[src/verilog/meter_port_pkg.sv]
package meter_port_pkg;

	// register addresses on the nibble bus
	localparam logic [3:0] ADDR_RANGE_MODE  = 4'h0;
	localparam logic [3:0] ADDR_SIGNAL_PATH = 4'h1;
	localparam logic [3:0] ADDR_REF_PATH    = 4'h2;
	localparam logic [3:0] ADDR_COMP_PATH   = 4'h3;
	localparam logic [3:0] ADDR_AMP_FUNC    = 4'h4;
	localparam logic [3:0] ADDR_CONV_GAIN   = 4'h5;
	localparam logic [3:0] ADDR_CONV_SETUP  = 4'h6;
	localparam logic [3:0] ADDR_GENERAL_A   = 4'h7;
	localparam logic [3:0] ADDR_GENERAL_B   = 4'h8;
	localparam logic [3:0] ADDR_EVENT       = 4'h9;
	localparam logic [3:0] ADDR_TIMEBASE    = 4'hA;
	localparam logic [3:0] ADDR_SIGCOUNT    = 4'hB;
	localparam logic [3:0] ADDR_POS_PEAK    = 4'hC;
	localparam logic [3:0] ADDR_NEG_PEAK    = 4'hD;
	localparam logic [3:0] ADDR_FAST        = 4'hE;
	localparam logic [3:0] ADDR_SLOW        = 4'hF;
	localparam int         CTRL_COUNT       = 9;
	localparam logic [7:0] CTRL_RESET       = 8'h00;

	// field positions
	localparam int PEAK_CLEAR_N_BIT  = 0;
	localparam int RESTART_N_BIT     = 1;
	localparam int DUTY_MODE_BIT     = 2;
	localparam int OFFSET_CANCEL_LSB = 4;
	localparam int FAST_FILTER_LSB   = 2;
	localparam int SLOW_FILTER_LSB   = 0;
	localparam int ANALOG_STATUS_LSB = 4;
	localparam int EVT_SLOW          = 0;
	localparam int EVT_FAST          = 1;
	localparam int EVT_PEAK          = 2;
	localparam int EVT_COUNTER       = 3;

	// nibbles per register read
	localparam logic [2:0] NIBBLES_BYTE = 3'h2;
	localparam logic [2:0] NIBBLES_HALF = 3'h4;
	localparam logic [2:0] NIBBLES_WIDE = 3'h6;

	// peak extremes, two's complement
	localparam logic [15:0] PEAK_MOST_NEG = 16'h8000;
	localparam logic [15:0] PEAK_MOST_POS = 16'h7FFF;

	// counter gate time
	localparam int GATE_TIME_MS  = 200;
	localparam int CLK_PERIOD_NS = 10;
	localparam int GATE_CYCLES   = GATE_TIME_MS * 1000000 / CLK_PERIOD_NS;

	// synchroniser: {cs_n, wr_n, rd_n, ale, ad[3:0], ref, sig, status[2:0]}
	localparam int          SYNC_W     = 13;
	localparam logic [12:0] SYNC_RESET = 13'h1C00;

	typedef struct packed {
		logic       cs_n;
		logic       wr_n;
		logic       rd_n;
		logic       ale;
		logic [3:0] ad;
	} host_pins_type;

	typedef struct packed {
		logic [7:0] range_mode_select;
		logic [7:0] signal_input_path;
		logic [7:0] reference_input_path;
		logic [7:0] comparator_path;
		logic [7:0] amplifier_function_ctrl;
		logic [7:0] converter_gain_ctrl;
		logic [7:0] converter_setup;
		logic [7:0] general_ctrl_a;
		logic [7:0] general_ctrl_b;
	} control_bank_type;

	typedef enum logic [2:0] {
		CNT_IDLE = 3'b001,
		CNT_RUN  = 3'b010,
		CNT_DONE = 3'b100
	} counter_state_type;

endpackage

[src/verilog/meter_counter_peak_host_port.sv]
`timescale 1ns/1ps
// Summary of operation
// - duty bit low measures frequency, high measures duty cycle.
// - time-base and signal counters, both readable, give the ratio.
// - rising edge of the counter restart bit starts a measurement run.
// - a run ends after about 0.2 s and signals the host.
// - end of counting sets the counter event status bit.
// - peak logic takes only the fast result into two comparators.
// - peak clear low forces positive to most negative, negative to most positive.
// - positive peak loads a larger fast result, otherwise holds.
// - negative peak loads a smaller fast result, otherwise holds.
// - port has select, write, read, latch strobe, nibble bus, request.
// - control registers are eight bits, written and read back; general control b bits 6:4 read the analog status.
// - chip reset clears every control register to zero.
// - controls at 00 to 08; 09 holds status high, enable low.
// - general control a bit 2 selects duty, bit 1 restarts on its rising edge.
// - general control a bit 0 is the active-low peak clear.
// - setup bits 5:4 offset cancel mode, 3:0 two filter lengths.
// - each byte moves as two nibbles, upper nibble first.
// - every address latch strobe returns the sequencer to the upper nibble.
// - an enabled status bit pulls the request low until a read of 09 or of its result register clears it.
// - status bits flag counter, peak, fast, slow; enables gate only request.
// - reading signal count clears counter status; time-base read does not.
module meter_counter_peak_host_port
	import meter_port_pkg::*;
#(
	parameter int unsigned gate_cycles = GATE_CYCLES
)
(
	// clock and reset
	input  wire logic             core_clk,
	input  wire logic             rst_n,
	// host port pins
	input  wire logic             cs_n,
	input  wire logic             wr_n,
	input  wire logic             rd_n,
	input  wire logic             ale,
	input  wire logic [3:0]       muxed_bus_in,
	output logic      [3:0]       muxed_bus_out,
	output logic                  muxed_bus_oe_n,
	output logic                  event_request_n,
	// measurement inputs
	input  wire logic             reference_time_pulse,
	input  wire logic             measured_signal,
	input  wire logic [2:0]       analog_status,
	input  wire logic [15:0]      fast_conversion_result,
	input  wire logic             fast_result_valid,
	input  wire logic [23:0]      slow_conversion_result,
	input  wire logic             slow_result_valid,
	// control outputs
	output control_bank_type      control_bank,
	output logic      [1:0]       offset_cancel_mode,
	output logic      [1:0]       fast_filter_length,
	output logic      [1:0]       slow_filter_length
);

	logic [SYNC_W-1:0] sync_a;
	logic [SYNC_W-1:0] sync_b;
	host_pins_type     pins;
	logic              ref_s;
	logic              sig_s;
	logic [2:0]        status_s;
	logic              ref_prev;
	logic              sig_prev;
	logic              ref_edge;
	logic              sig_edge;
	logic              wr_prev;
	logic              rd_prev;
	logic              wr_rise;
	logic              rd_rise;
	logic [7:0]        ctrl_reg [CTRL_COUNT];
	logic [3:0]        event_status;
	logic [3:0]        event_enable;
	logic [3:0]        next_event_status;
	logic [3:0]        status_clear;
	logic [3:0]        bus_addr;
	logic [2:0]        nibble_index;
	logic [3:0]        upper_hold;
	logic [23:0]       snapshot;
	logic [23:0]       read_value;
	logic              read_done;
	logic              duty_mode_select;
	logic              counter_restart_n;
	logic              restart_prev;
	logic              restart_rise;
	logic              peak_clear_n;
	counter_state_type state;
	logic [24:0]       gate_cnt;
	logic [23:0]       timebase_count;
	logic [23:0]       signal_count;
	logic              count_done;
	logic [15:0]       positive_peak_hold;
	logic [15:0]       negative_peak_hold;
	logic              peak_updated;

	// nibble length of each address
	function automatic logic [2:0] nibble_count(input logic [3:0] addr);
		if (addr <= ADDR_EVENT) begin
			nibble_count = NIBBLES_BYTE;
		end else if (addr == ADDR_TIMEBASE || addr == ADDR_SIGCOUNT ||
			addr == ADDR_SLOW) begin
			nibble_count = NIBBLES_WIDE;
		end else begin
			nibble_count = NIBBLES_HALF;
		end
	endfunction

	// two-flop synchroniser for host pins, reference, signal and analog status
	always_ff @(posedge core_clk or negedge rst_n) begin
		if (!rst_n) begin
			sync_a <= SYNC_RESET;
			sync_b <= SYNC_RESET;
		end else begin
			sync_a <= {cs_n, wr_n, rd_n, ale, muxed_bus_in,
				reference_time_pulse, measured_signal, analog_status};
			sync_b <= sync_a;
		end
	end

	assign pins     = host_pins_type'(sync_b[12:5]);
	assign ref_s    = sync_b[4];
	assign sig_s    = sync_b[3];
	assign status_s = sync_b[2:0];

	always_ff @(posedge core_clk or negedge rst_n) begin
		if (!rst_n) begin
			ref_prev <= 1'b0;
			sig_prev <= 1'b0;
			wr_prev  <= 1'b1;
			rd_prev  <= 1'b1;
		end else begin
			ref_prev <= ref_s;
			sig_prev <= sig_s;
			wr_prev  <= pins.wr_n;
			rd_prev  <= pins.rd_n;
		end
	end

	assign ref_edge = ref_s && !ref_prev;
	assign sig_edge = sig_s && !sig_prev;
	assign wr_rise  = pins.wr_n && !wr_prev && !pins.cs_n;
	assign rd_rise  = pins.rd_n && !rd_prev && !pins.cs_n;
	assign read_done = rd_rise &&
		(nibble_index == nibble_count(bus_addr) - 3'h1);

	// address latch and nibble sequencer
	always_ff @(posedge core_clk or negedge rst_n) begin
		if (!rst_n) begin
			bus_addr     <= ADDR_RANGE_MODE;
			nibble_index <= 3'h0;
		end else if (pins.ale) begin
			bus_addr     <= pins.ad;
			nibble_index <= 3'h0;
		end else if (wr_rise || rd_rise) begin
			nibble_index <= nibble_index + 3'h1;
		end
	end

	// control register writes, upper nibble first
	always_ff @(posedge core_clk or negedge rst_n) begin
		if (!rst_n) begin
			upper_hold   <= 4'h0;
			event_enable <= 4'h0;
			for (int i = 0; i < CTRL_COUNT; i++) begin
				ctrl_reg[i] <= CTRL_RESET;
			end
		end else if (wr_rise && nibble_index == 3'h0) begin
			upper_hold <= pins.ad;
		end else if (wr_rise && nibble_index == 3'h1) begin
			if (bus_addr == ADDR_EVENT) begin
				event_enable <= pins.ad;
			end else if (bus_addr < ADDR_EVENT) begin
				ctrl_reg[bus_addr] <= {upper_hold, pins.ad};
			end
		end
	end

	// read mux, narrow values left-justified for upper-first reads
	always_comb begin
		read_value = 24'h000000;
		unique case (bus_addr)
			ADDR_GENERAL_B: read_value[23:16] = {ctrl_reg[8][7],
				status_s, ctrl_reg[8][3:0]};
			ADDR_EVENT:     read_value[23:16] = {event_status,
				event_enable};
			ADDR_TIMEBASE:  read_value = timebase_count;
			ADDR_SIGCOUNT:  read_value = signal_count;
			ADDR_POS_PEAK:  read_value[23:8] = positive_peak_hold;
			ADDR_NEG_PEAK:  read_value[23:8] = negative_peak_hold;
			ADDR_FAST:      read_value[23:8] = fast_conversion_result;
			ADDR_SLOW:      read_value = slow_conversion_result;
			default:        read_value[23:16] = ctrl_reg[bus_addr];
		endcase
	end

	// value captured while the address strobe is high, frozen after it falls
	always_ff @(posedge core_clk or negedge rst_n) begin
		if (!rst_n) begin
			snapshot <= 24'h000000;
		end else if (pins.ale) begin
			snapshot <= read_value;
		end
	end

	// bus drive
	always_ff @(posedge core_clk or negedge rst_n) begin
		if (!rst_n) begin
			muxed_bus_out  <= 4'h0;
			muxed_bus_oe_n <= 1'b1;
		end else begin
			muxed_bus_out  <= snapshot[5'd23 - {nibble_index, 2'b00} -: 4];
			muxed_bus_oe_n <= pins.cs_n || pins.rd_n || pins.ale;
		end
	end

	// status clears by completed reads
	always_comb begin
		status_clear = 4'h0;
		if (read_done) begin
			unique case (bus_addr)
				ADDR_EVENT:    status_clear = snapshot[23:20];
				ADDR_SIGCOUNT: status_clear[EVT_COUNTER] = 1'b1;
				ADDR_POS_PEAK,
				ADDR_NEG_PEAK: status_clear[EVT_PEAK] = 1'b1;
				ADDR_FAST:     status_clear[EVT_FAST] = 1'b1;
				ADDR_SLOW:     status_clear[EVT_SLOW] = 1'b1;
				default:       status_clear = 4'h0;
			endcase
		end
	end

	// set wins over clear; enables never touch status
	assign next_event_status = {count_done, peak_updated,
		fast_result_valid, slow_result_valid} |
		(event_status & ~status_clear);

	always_ff @(posedge core_clk or negedge rst_n) begin
		if (!rst_n) begin
			event_status    <= 4'h0;
			event_request_n <= 1'b1;
		end else begin
			event_status    <= next_event_status;
			event_request_n <= ~|(event_status & event_enable);
		end
	end

	// control fields
	assign duty_mode_select   = ctrl_reg[7][DUTY_MODE_BIT];
	assign counter_restart_n  = ctrl_reg[7][RESTART_N_BIT];
	assign peak_clear_n       = ctrl_reg[7][PEAK_CLEAR_N_BIT];
	assign offset_cancel_mode = ctrl_reg[6][OFFSET_CANCEL_LSB +: 2];
	assign fast_filter_length = ctrl_reg[6][FAST_FILTER_LSB +: 2];
	assign slow_filter_length = ctrl_reg[6][SLOW_FILTER_LSB +: 2];
	assign control_bank = {ctrl_reg[0], ctrl_reg[1], ctrl_reg[2],
		ctrl_reg[3], ctrl_reg[4], ctrl_reg[5], ctrl_reg[6], ctrl_reg[7],
		ctrl_reg[8]};

	always_ff @(posedge core_clk or negedge rst_n) begin
		if (!rst_n) begin
			restart_prev <= 1'b0;
		end else begin
			restart_prev <= counter_restart_n;
		end
	end

	assign restart_rise = counter_restart_n && !restart_prev;
	assign count_done   = (state == CNT_DONE);

	// counter run sequencer
	always_ff @(posedge core_clk or negedge rst_n) begin
		if (!rst_n) begin
			state    <= CNT_IDLE;
			gate_cnt <= 25'h0000000;
		end else if (restart_rise) begin
			state    <= CNT_RUN;
			gate_cnt <= 25'h0000000;
		end else begin
			unique case (state)
				CNT_IDLE: state <= CNT_IDLE;
				CNT_RUN: begin
					gate_cnt <= gate_cnt + 25'h0000001;
					if (gate_cnt == 25'(gate_cycles - 1)) begin
						state <= CNT_DONE;
					end
				end
				CNT_DONE: state <= CNT_IDLE;
				default:  state <= CNT_IDLE;
			endcase
		end
	end

	// counts, held after the run
	always_ff @(posedge core_clk or negedge rst_n) begin
		if (!rst_n) begin
			timebase_count <= 24'h000000;
			signal_count   <= 24'h000000;
		end else if (restart_rise) begin
			timebase_count <= 24'h000000;
			signal_count   <= 24'h000000;
		end else if (state == CNT_RUN) begin
			if (ref_edge) begin
				timebase_count <= timebase_count + 24'h000001;
			end
			if (duty_mode_select ? (ref_edge && sig_s) : sig_edge) begin
				signal_count <= signal_count + 24'h000001;
			end
		end
	end

	peak_hold_unit u_peak (
		.core_clk               (core_clk),
		.rst_n                  (rst_n),
		.peak_clear_n           (peak_clear_n),
		.sample_valid           (fast_result_valid),
		.fast_conversion_result (fast_conversion_result),
		.positive_peak_hold     (positive_peak_hold),
		.negative_peak_hold     (negative_peak_hold),
		.peak_updated           (peak_updated)
	);

	a_restart_starts_run: assert property (
		@(posedge core_clk) disable iff (!rst_n)
		restart_rise |=> state == CNT_RUN && gate_cnt == 25'h0000000)
		else $error("restart did not start a run");

	a_done_sets_status: assert property (
		@(posedge core_clk) disable iff (!rst_n)
		count_done |=> event_status[EVT_COUNTER] ##1 !count_done)
		else $error("counter completion not flagged");

	a_counts_held: assert property (
		@(posedge core_clk) disable iff (!rst_n)
		state != CNT_RUN && !restart_rise
		|=> $stable(timebase_count) && $stable(signal_count))
		else $error("counter result changed outside a run");

	a_duty_counting: assert property (
		@(posedge core_clk) disable iff (!rst_n)
		state == CNT_RUN && !restart_rise && duty_mode_select &&
			ref_edge && sig_s
		|=> signal_count == $past(signal_count) + 24'h000001)
		else $error("duty count missed a high sample");

	a_ale_upper_nibble: assert property (
		@(posedge core_clk) disable iff (!rst_n)
		pins.ale |=> nibble_index == 3'h0)
		else $error("sequencer not back at the upper nibble");

	a_request_follows: assert property (
		@(posedge core_clk) disable iff (!rst_n)
		|(event_status & event_enable) |=> !event_request_n)
		else $error("enabled event did not pull the request low");

	a_timebase_read_keeps: assert property (
		@(posedge core_clk) disable iff (!rst_n)
		read_done && bus_addr == ADDR_TIMEBASE && !count_done
		|=> event_status[EVT_COUNTER] == $past(event_status[EVT_COUNTER]))
		else $error("time-base read disturbed counter status");

	a_slow_status_set: assert property (
		@(posedge core_clk) disable iff (!rst_n)
		slow_result_valid |=> event_status[EVT_SLOW])
		else $error("slow result did not set its status");

endmodule

[src/verilog/peak_hold_unit.sv]
`timescale 1ns/1ps
module peak_hold_unit
	import meter_port_pkg::*;
(
	// clock and reset
	input  wire logic        core_clk,
	input  wire logic        rst_n,
	// control and sample
	input  wire logic        peak_clear_n,
	input  wire logic        sample_valid,
	input  wire logic [15:0] fast_conversion_result,
	// held peaks
	output logic      [15:0] positive_peak_hold,
	output logic      [15:0] negative_peak_hold,
	output logic             peak_updated
);

	logic pos_load;
	logic neg_load;

	// signed compare against the stored extremes
	assign pos_load = sample_valid && ($signed(fast_conversion_result) >
		$signed(positive_peak_hold));
	assign neg_load = sample_valid && ($signed(fast_conversion_result) <
		$signed(negative_peak_hold));

	always_ff @(posedge core_clk or negedge rst_n) begin
		if (!rst_n) begin
			positive_peak_hold <= PEAK_MOST_NEG;
		end else if (!peak_clear_n) begin
			positive_peak_hold <= PEAK_MOST_NEG;
		end else if (pos_load) begin
			positive_peak_hold <= fast_conversion_result;
		end
	end

	always_ff @(posedge core_clk or negedge rst_n) begin
		if (!rst_n) begin
			negative_peak_hold <= PEAK_MOST_POS;
		end else if (!peak_clear_n) begin
			negative_peak_hold <= PEAK_MOST_POS;
		end else if (neg_load) begin
			negative_peak_hold <= fast_conversion_result;
		end
	end

	// new peak seen while tracking
	always_ff @(posedge core_clk or negedge rst_n) begin
		if (!rst_n) begin
			peak_updated <= 1'b0;
		end else begin
			peak_updated <= peak_clear_n && (pos_load || neg_load);
		end
	end

	a_peak_clear_forces: assert property (
		@(posedge core_clk) disable iff (!rst_n)
		!peak_clear_n |=> (positive_peak_hold == PEAK_MOST_NEG) &&
			(negative_peak_hold == PEAK_MOST_POS))
		else $error("peak clear did not force the extremes");

	a_pos_peak_load: assert property (
		@(posedge core_clk) disable iff (!rst_n)
		peak_clear_n && sample_valid && ($signed(fast_conversion_result) >
			$signed(positive_peak_hold))
		|=> positive_peak_hold == $past(fast_conversion_result))
		else $error("positive peak missed a larger sample");

	a_neg_peak_keep: assert property (
		@(posedge core_clk) disable iff (!rst_n)
		peak_clear_n && !($signed(fast_conversion_result) <
			$signed(negative_peak_hold) && sample_valid)
		|=> $stable(negative_peak_hold))
		else $error("negative peak changed without a smaller sample");

endmodule

[config.mk]
export PLATFORM = sky130hd
export DESIGN_NAME = meter_counter_peak_host_port
export DESIGN_NICKNAME = d
export VERILOG_FILES = /design/src/verilog/meter_port_pkg.sv /design/src/verilog/meter_counter_peak_host_port.sv /design/src/verilog/peak_hold_unit.sv
export SDC_FILE = /design/constraint.sdc
export NUM_CORES = 1
export LEC_CHECK = 0
export BUFFER_PORTS_ARGS = -buffer_cell sky130_fd_sc_hd__buf_2
export CELL_PAD_IN_SITES_DETAIL_PLACEMENT = 0
export CELL_PAD_IN_SITES_GLOBAL_PLACEMENT = 1
export CORE_MARGIN = 10
export CORE_UTILIZATION = 47
export CTS_BUF_LIST = sky130_fd_sc_hd__clkbuf_4 sky130_fd_sc_hd__clkbuf_8 sky130_fd_sc_hd__clkbuf_16
export DETAILED_ROUTE_END_ITERATION = 8
export GPL_TIMING_DRIVEN = 0
export PLACE_DENSITY_LB_ADDON = 0.1
export RECOVER_POWER = 100
export SLEW_MARGIN = 20
export SYNTH_ARGS = -nofsm -noshare
export SYNTH_HDL_FRONTEND = slang
export SYNTH_SLANG_ARGS = --single-unit
[constraint.sdc]
create_clock -name core_clk -period 2.7 [get_ports core_clk]
set_clock_uncertainty 0.2 [all_clocks]
set_input_delay 0.54 -clock core_clk [delete_from_list [all_inputs] [get_ports core_clk]]
set_output_delay 0.54 -clock core_clk [all_outputs]
set_load 0.01 [all_outputs]
==> results.md <==
- Antenna Cells: 0
- Synth unique cells: 65
- DP HPWL: 27,400 microns
- I/O Pins: 141
- CTS sink count: 261
- Die area: 34,500 sq um
- Core Rows: 60
- Post-route ant nets: 0
- Drt wl/cell: 21.7 microns
- Post-synth net total: 1,267
- Residual DRC: 0
- Fin util: 0.566
- Fin cells: 1,734
- Sequential-to-total area share from yosys stat: 0.508
- Vias in the first global route: 10,017
- I/O Buffers: 140
- CTS Buf Count: 29
- Worst Setup End Kind: flip-flop
- Largest net degree at the start of global routing: 78
- First-pass GRT wire length: 59,000 microns
- Clk_lat worst skew: 0.56 ns
- Max Freq: 0.368 GHz
- Ranking of synthesized cells by area: dfrtp_1 (45%), mux2_2 (7.4%), dfstp_2 (5.5%)
- Inst Count DP: 1,657
- Maximum buffer depth of the clock tree: 3
- Status: complete, but fails checks
- Final slew viol count: 0
- Post-synth ARST share: 1.00
- Worst setup margin: -0.0184 ns
- Synthesized cell area: 12,900 sq um
- Root buf cell: clkbuf_16
- H-Tree Depth: 1
- GR Util All Layers: 0.220
- Mapped Cells: 1,173
- Largest area contributor in the synthesized netlist: dfrtp_1
- CP startpoint kind: flip-flop
- Mean area per synthesized cell: 11.0 sq um
- Antenna violations before repair: 0
- Leak pwr: 6.96 nW
- Yosys top cell area share: 0.453
- Peak VDD IR: 0.430 mV
- Pre-CTS setup slack: -0.361 ns
- CORE AREA: 27,000 sq um
- CTS clk-pin slew, worst paths: 0.06 ns
- Worst Path Arrival: 2.96 ns
- Violated checks: setup timing
- # setup viols final: 14
- RSZ-0062 raised after global routing: yes
- Starting density of the core: 0.478
- Die Y: 186 microns
- CP max FO: 8
- Actual slew at the worst max-slew pin: 1.37 ns
- Final worst path period share: 1.01
- Slew headroom: 0.0843
- YS warnings: 0
- Area Growth Syn to Fin: 18.5%
- Hold slack: 0.0703 ns
- Multi-input gate area: 5870 sq um
- Fin crit period: 2.72 ns
- Post-synth EDFFs: 0
- Synth cell count leaders: dfrtp_1 (234), nor2_1 (105), nand2_1 (99)
- TritonCTS clock tree: built
- Max_cap viols: 0
- Post-route cell area: 15,300 sq um
- Vias per cell: 5.70
- Primary FF master, synth: dfrtp_1
- Detailed Routing Iterations Pass 1: 5
- Setup TNS Final: -0.137 ns
- CP required: 2.95 ns
- DRT iter0 DRCs: 845
- Vias: 9,888
- Flop and latch count out of synthesis: 261
- Cell Pwr Density: 588 nW/um^2
- Post-place instance area: 14,100 sq um
- GP Congestion: 0.845
- Top-count cell post-synth: dfrtp_1
- Critical Setup Path Class: flip-flop to flip-flop
- Sequential cell area: 6570 sq um
- Final wirelength: 37,600 microns
- Hold Crit Class: primary input to flip-flop
- Final hold violations: 0
- Die W: 186 microns
- Final net count: 1,466
- Fillers: 2,424
- Final Total Pwr: 8.99 mW
- Layout cells sized above 1: 0.218
- Grt ovf: 0
-- registers in the layout, summed over array words and instances, names as in the netlist, 3 cells and up --
signal and cells:
u_peak.negative_peak_hold 16, gate_cnt 25, sync_b 13, event_enable 4, bus_addr 4, snapshot 24
muxed_bus_out 4, event_status 4, upper_hold 4, timebase_count 24, control_bank 72, u_peak.positive_peak_hold 16
nibble_index 3, sync_a 13, signal_count 24, state 3
-- cell families (layout without fill, tap and decap cells) --
family	after synthesis	count (layout)	synth area share
mux	129	129	0.126
fa+ha+maj	37	37	0.0358
xor+xnor	60	60	0.0407
flops	261	261	0.508
compound gates	218	218	0.119
buf+inv	123	343	0.0412
simple gates	345	345	0.129
-- final cells by class --
cell class / instances / share of cell area
Clock inverter: 11 / 0.00965
Multi-Input combinational cell: 789 / 0.384
Clock buffer: 41 / 0.0566
Timing Repair Buffer: 168 / 0.0583
Inverter: 58 / 0.0142
Buffer: 65 / 0.0208
Sequential cell: 261 / 0.429
Tap cell: 341 / 0.0279
-- final timing paths --
path / startpoint / endpoint / slack [ns] / cells past startpoint
setup / recovery: nibble_index[1] / control_bank[65] / -0.02 / 6
hold / removal: fast_conversion_result[15] / u_peak.negative_peak_hold[15] / 0.07 / 3
setup reg to reg: nibble_index[1] / control_bank[65] / -0.02 / 6
hold reg to reg: sync_a[9] / sync_b[9] / 0.15 / 0
max in group asynchronous: rst_n / sync_a[11] / 0.24 / 4
min in group asynchronous: rst_n / u_peak.positive_peak_hold[4] / 0.63 / 2
-- repair_timing --
action,4_1_cts,5_1_grt
pin swaps,0,6
setup endpoints to repair,32,102
resized for setup,6,15
hold buffers,15,0
hold endpoints to repair,55,0
buffers inserted,5,4
gates cloned,1,0
-- where the power goes --
| part | total [mW] | switching, mW | internal (mW) | leakage, nW |
|---|---|---|---|---|
| registers | 4.07 | 0.0587 | 4.02 | 3.45 |
| clock network | 4.15 | 1.64 | 2.52 | 0.509 |
| logic | 0.768 | 0.497 | 0.271 | 3.01 |
| total | 8.99 | 2.19 | 6.80 | 6.96 |
-- cell usage in the layout (no fill, tap or decap), drive strengths merged, types with 26 or more instances in the layout --
| cell type | synthesis | final |
|---|---|---|
| a21oi | 55 | 55 |
| buf | 34 | 85 |
| clkbuf | 31 | 174 |
| dfrtp | 234 | 234 |
| dfstp | 27 | 27 |
| ha | 37 | 37 |
| inv | 58 | 59 |
| mux2 | 85 | 85 |
| mux2i | 26 | 26 |
| nand2 | 99 | 99 |
| nor2 | 105 | 105 |
| o21ai | 30 | 30 |
| xor2 | 35 | 35 |
-- per-layer routing --
| metal | global-route usage | part of all wire | up-vias |
|---|---|---|---|
| li1 | - | - | 4604 |
| met1 | 0.309 | 0.46 | 4949 |
| met2 | 0.339 | 0.45 | 283 |
| met3 | 0.0484 | 0.064 | 52 |
| met4 | 0.0529 | 0.022 | 0 |
| met5 | 0 | 0 | - |
-- critical path, cell delays in order, from the launching register on --
cell and delay [ns]:
dfrtp_1 0.48, inv_1 0.25, ha_1 0.26, nand3b_1 0.24, nor3_1 0.35, nand2_1 0.43
mux2_2 0.40
Note: power is estimated with default switching activity, not from simulation.
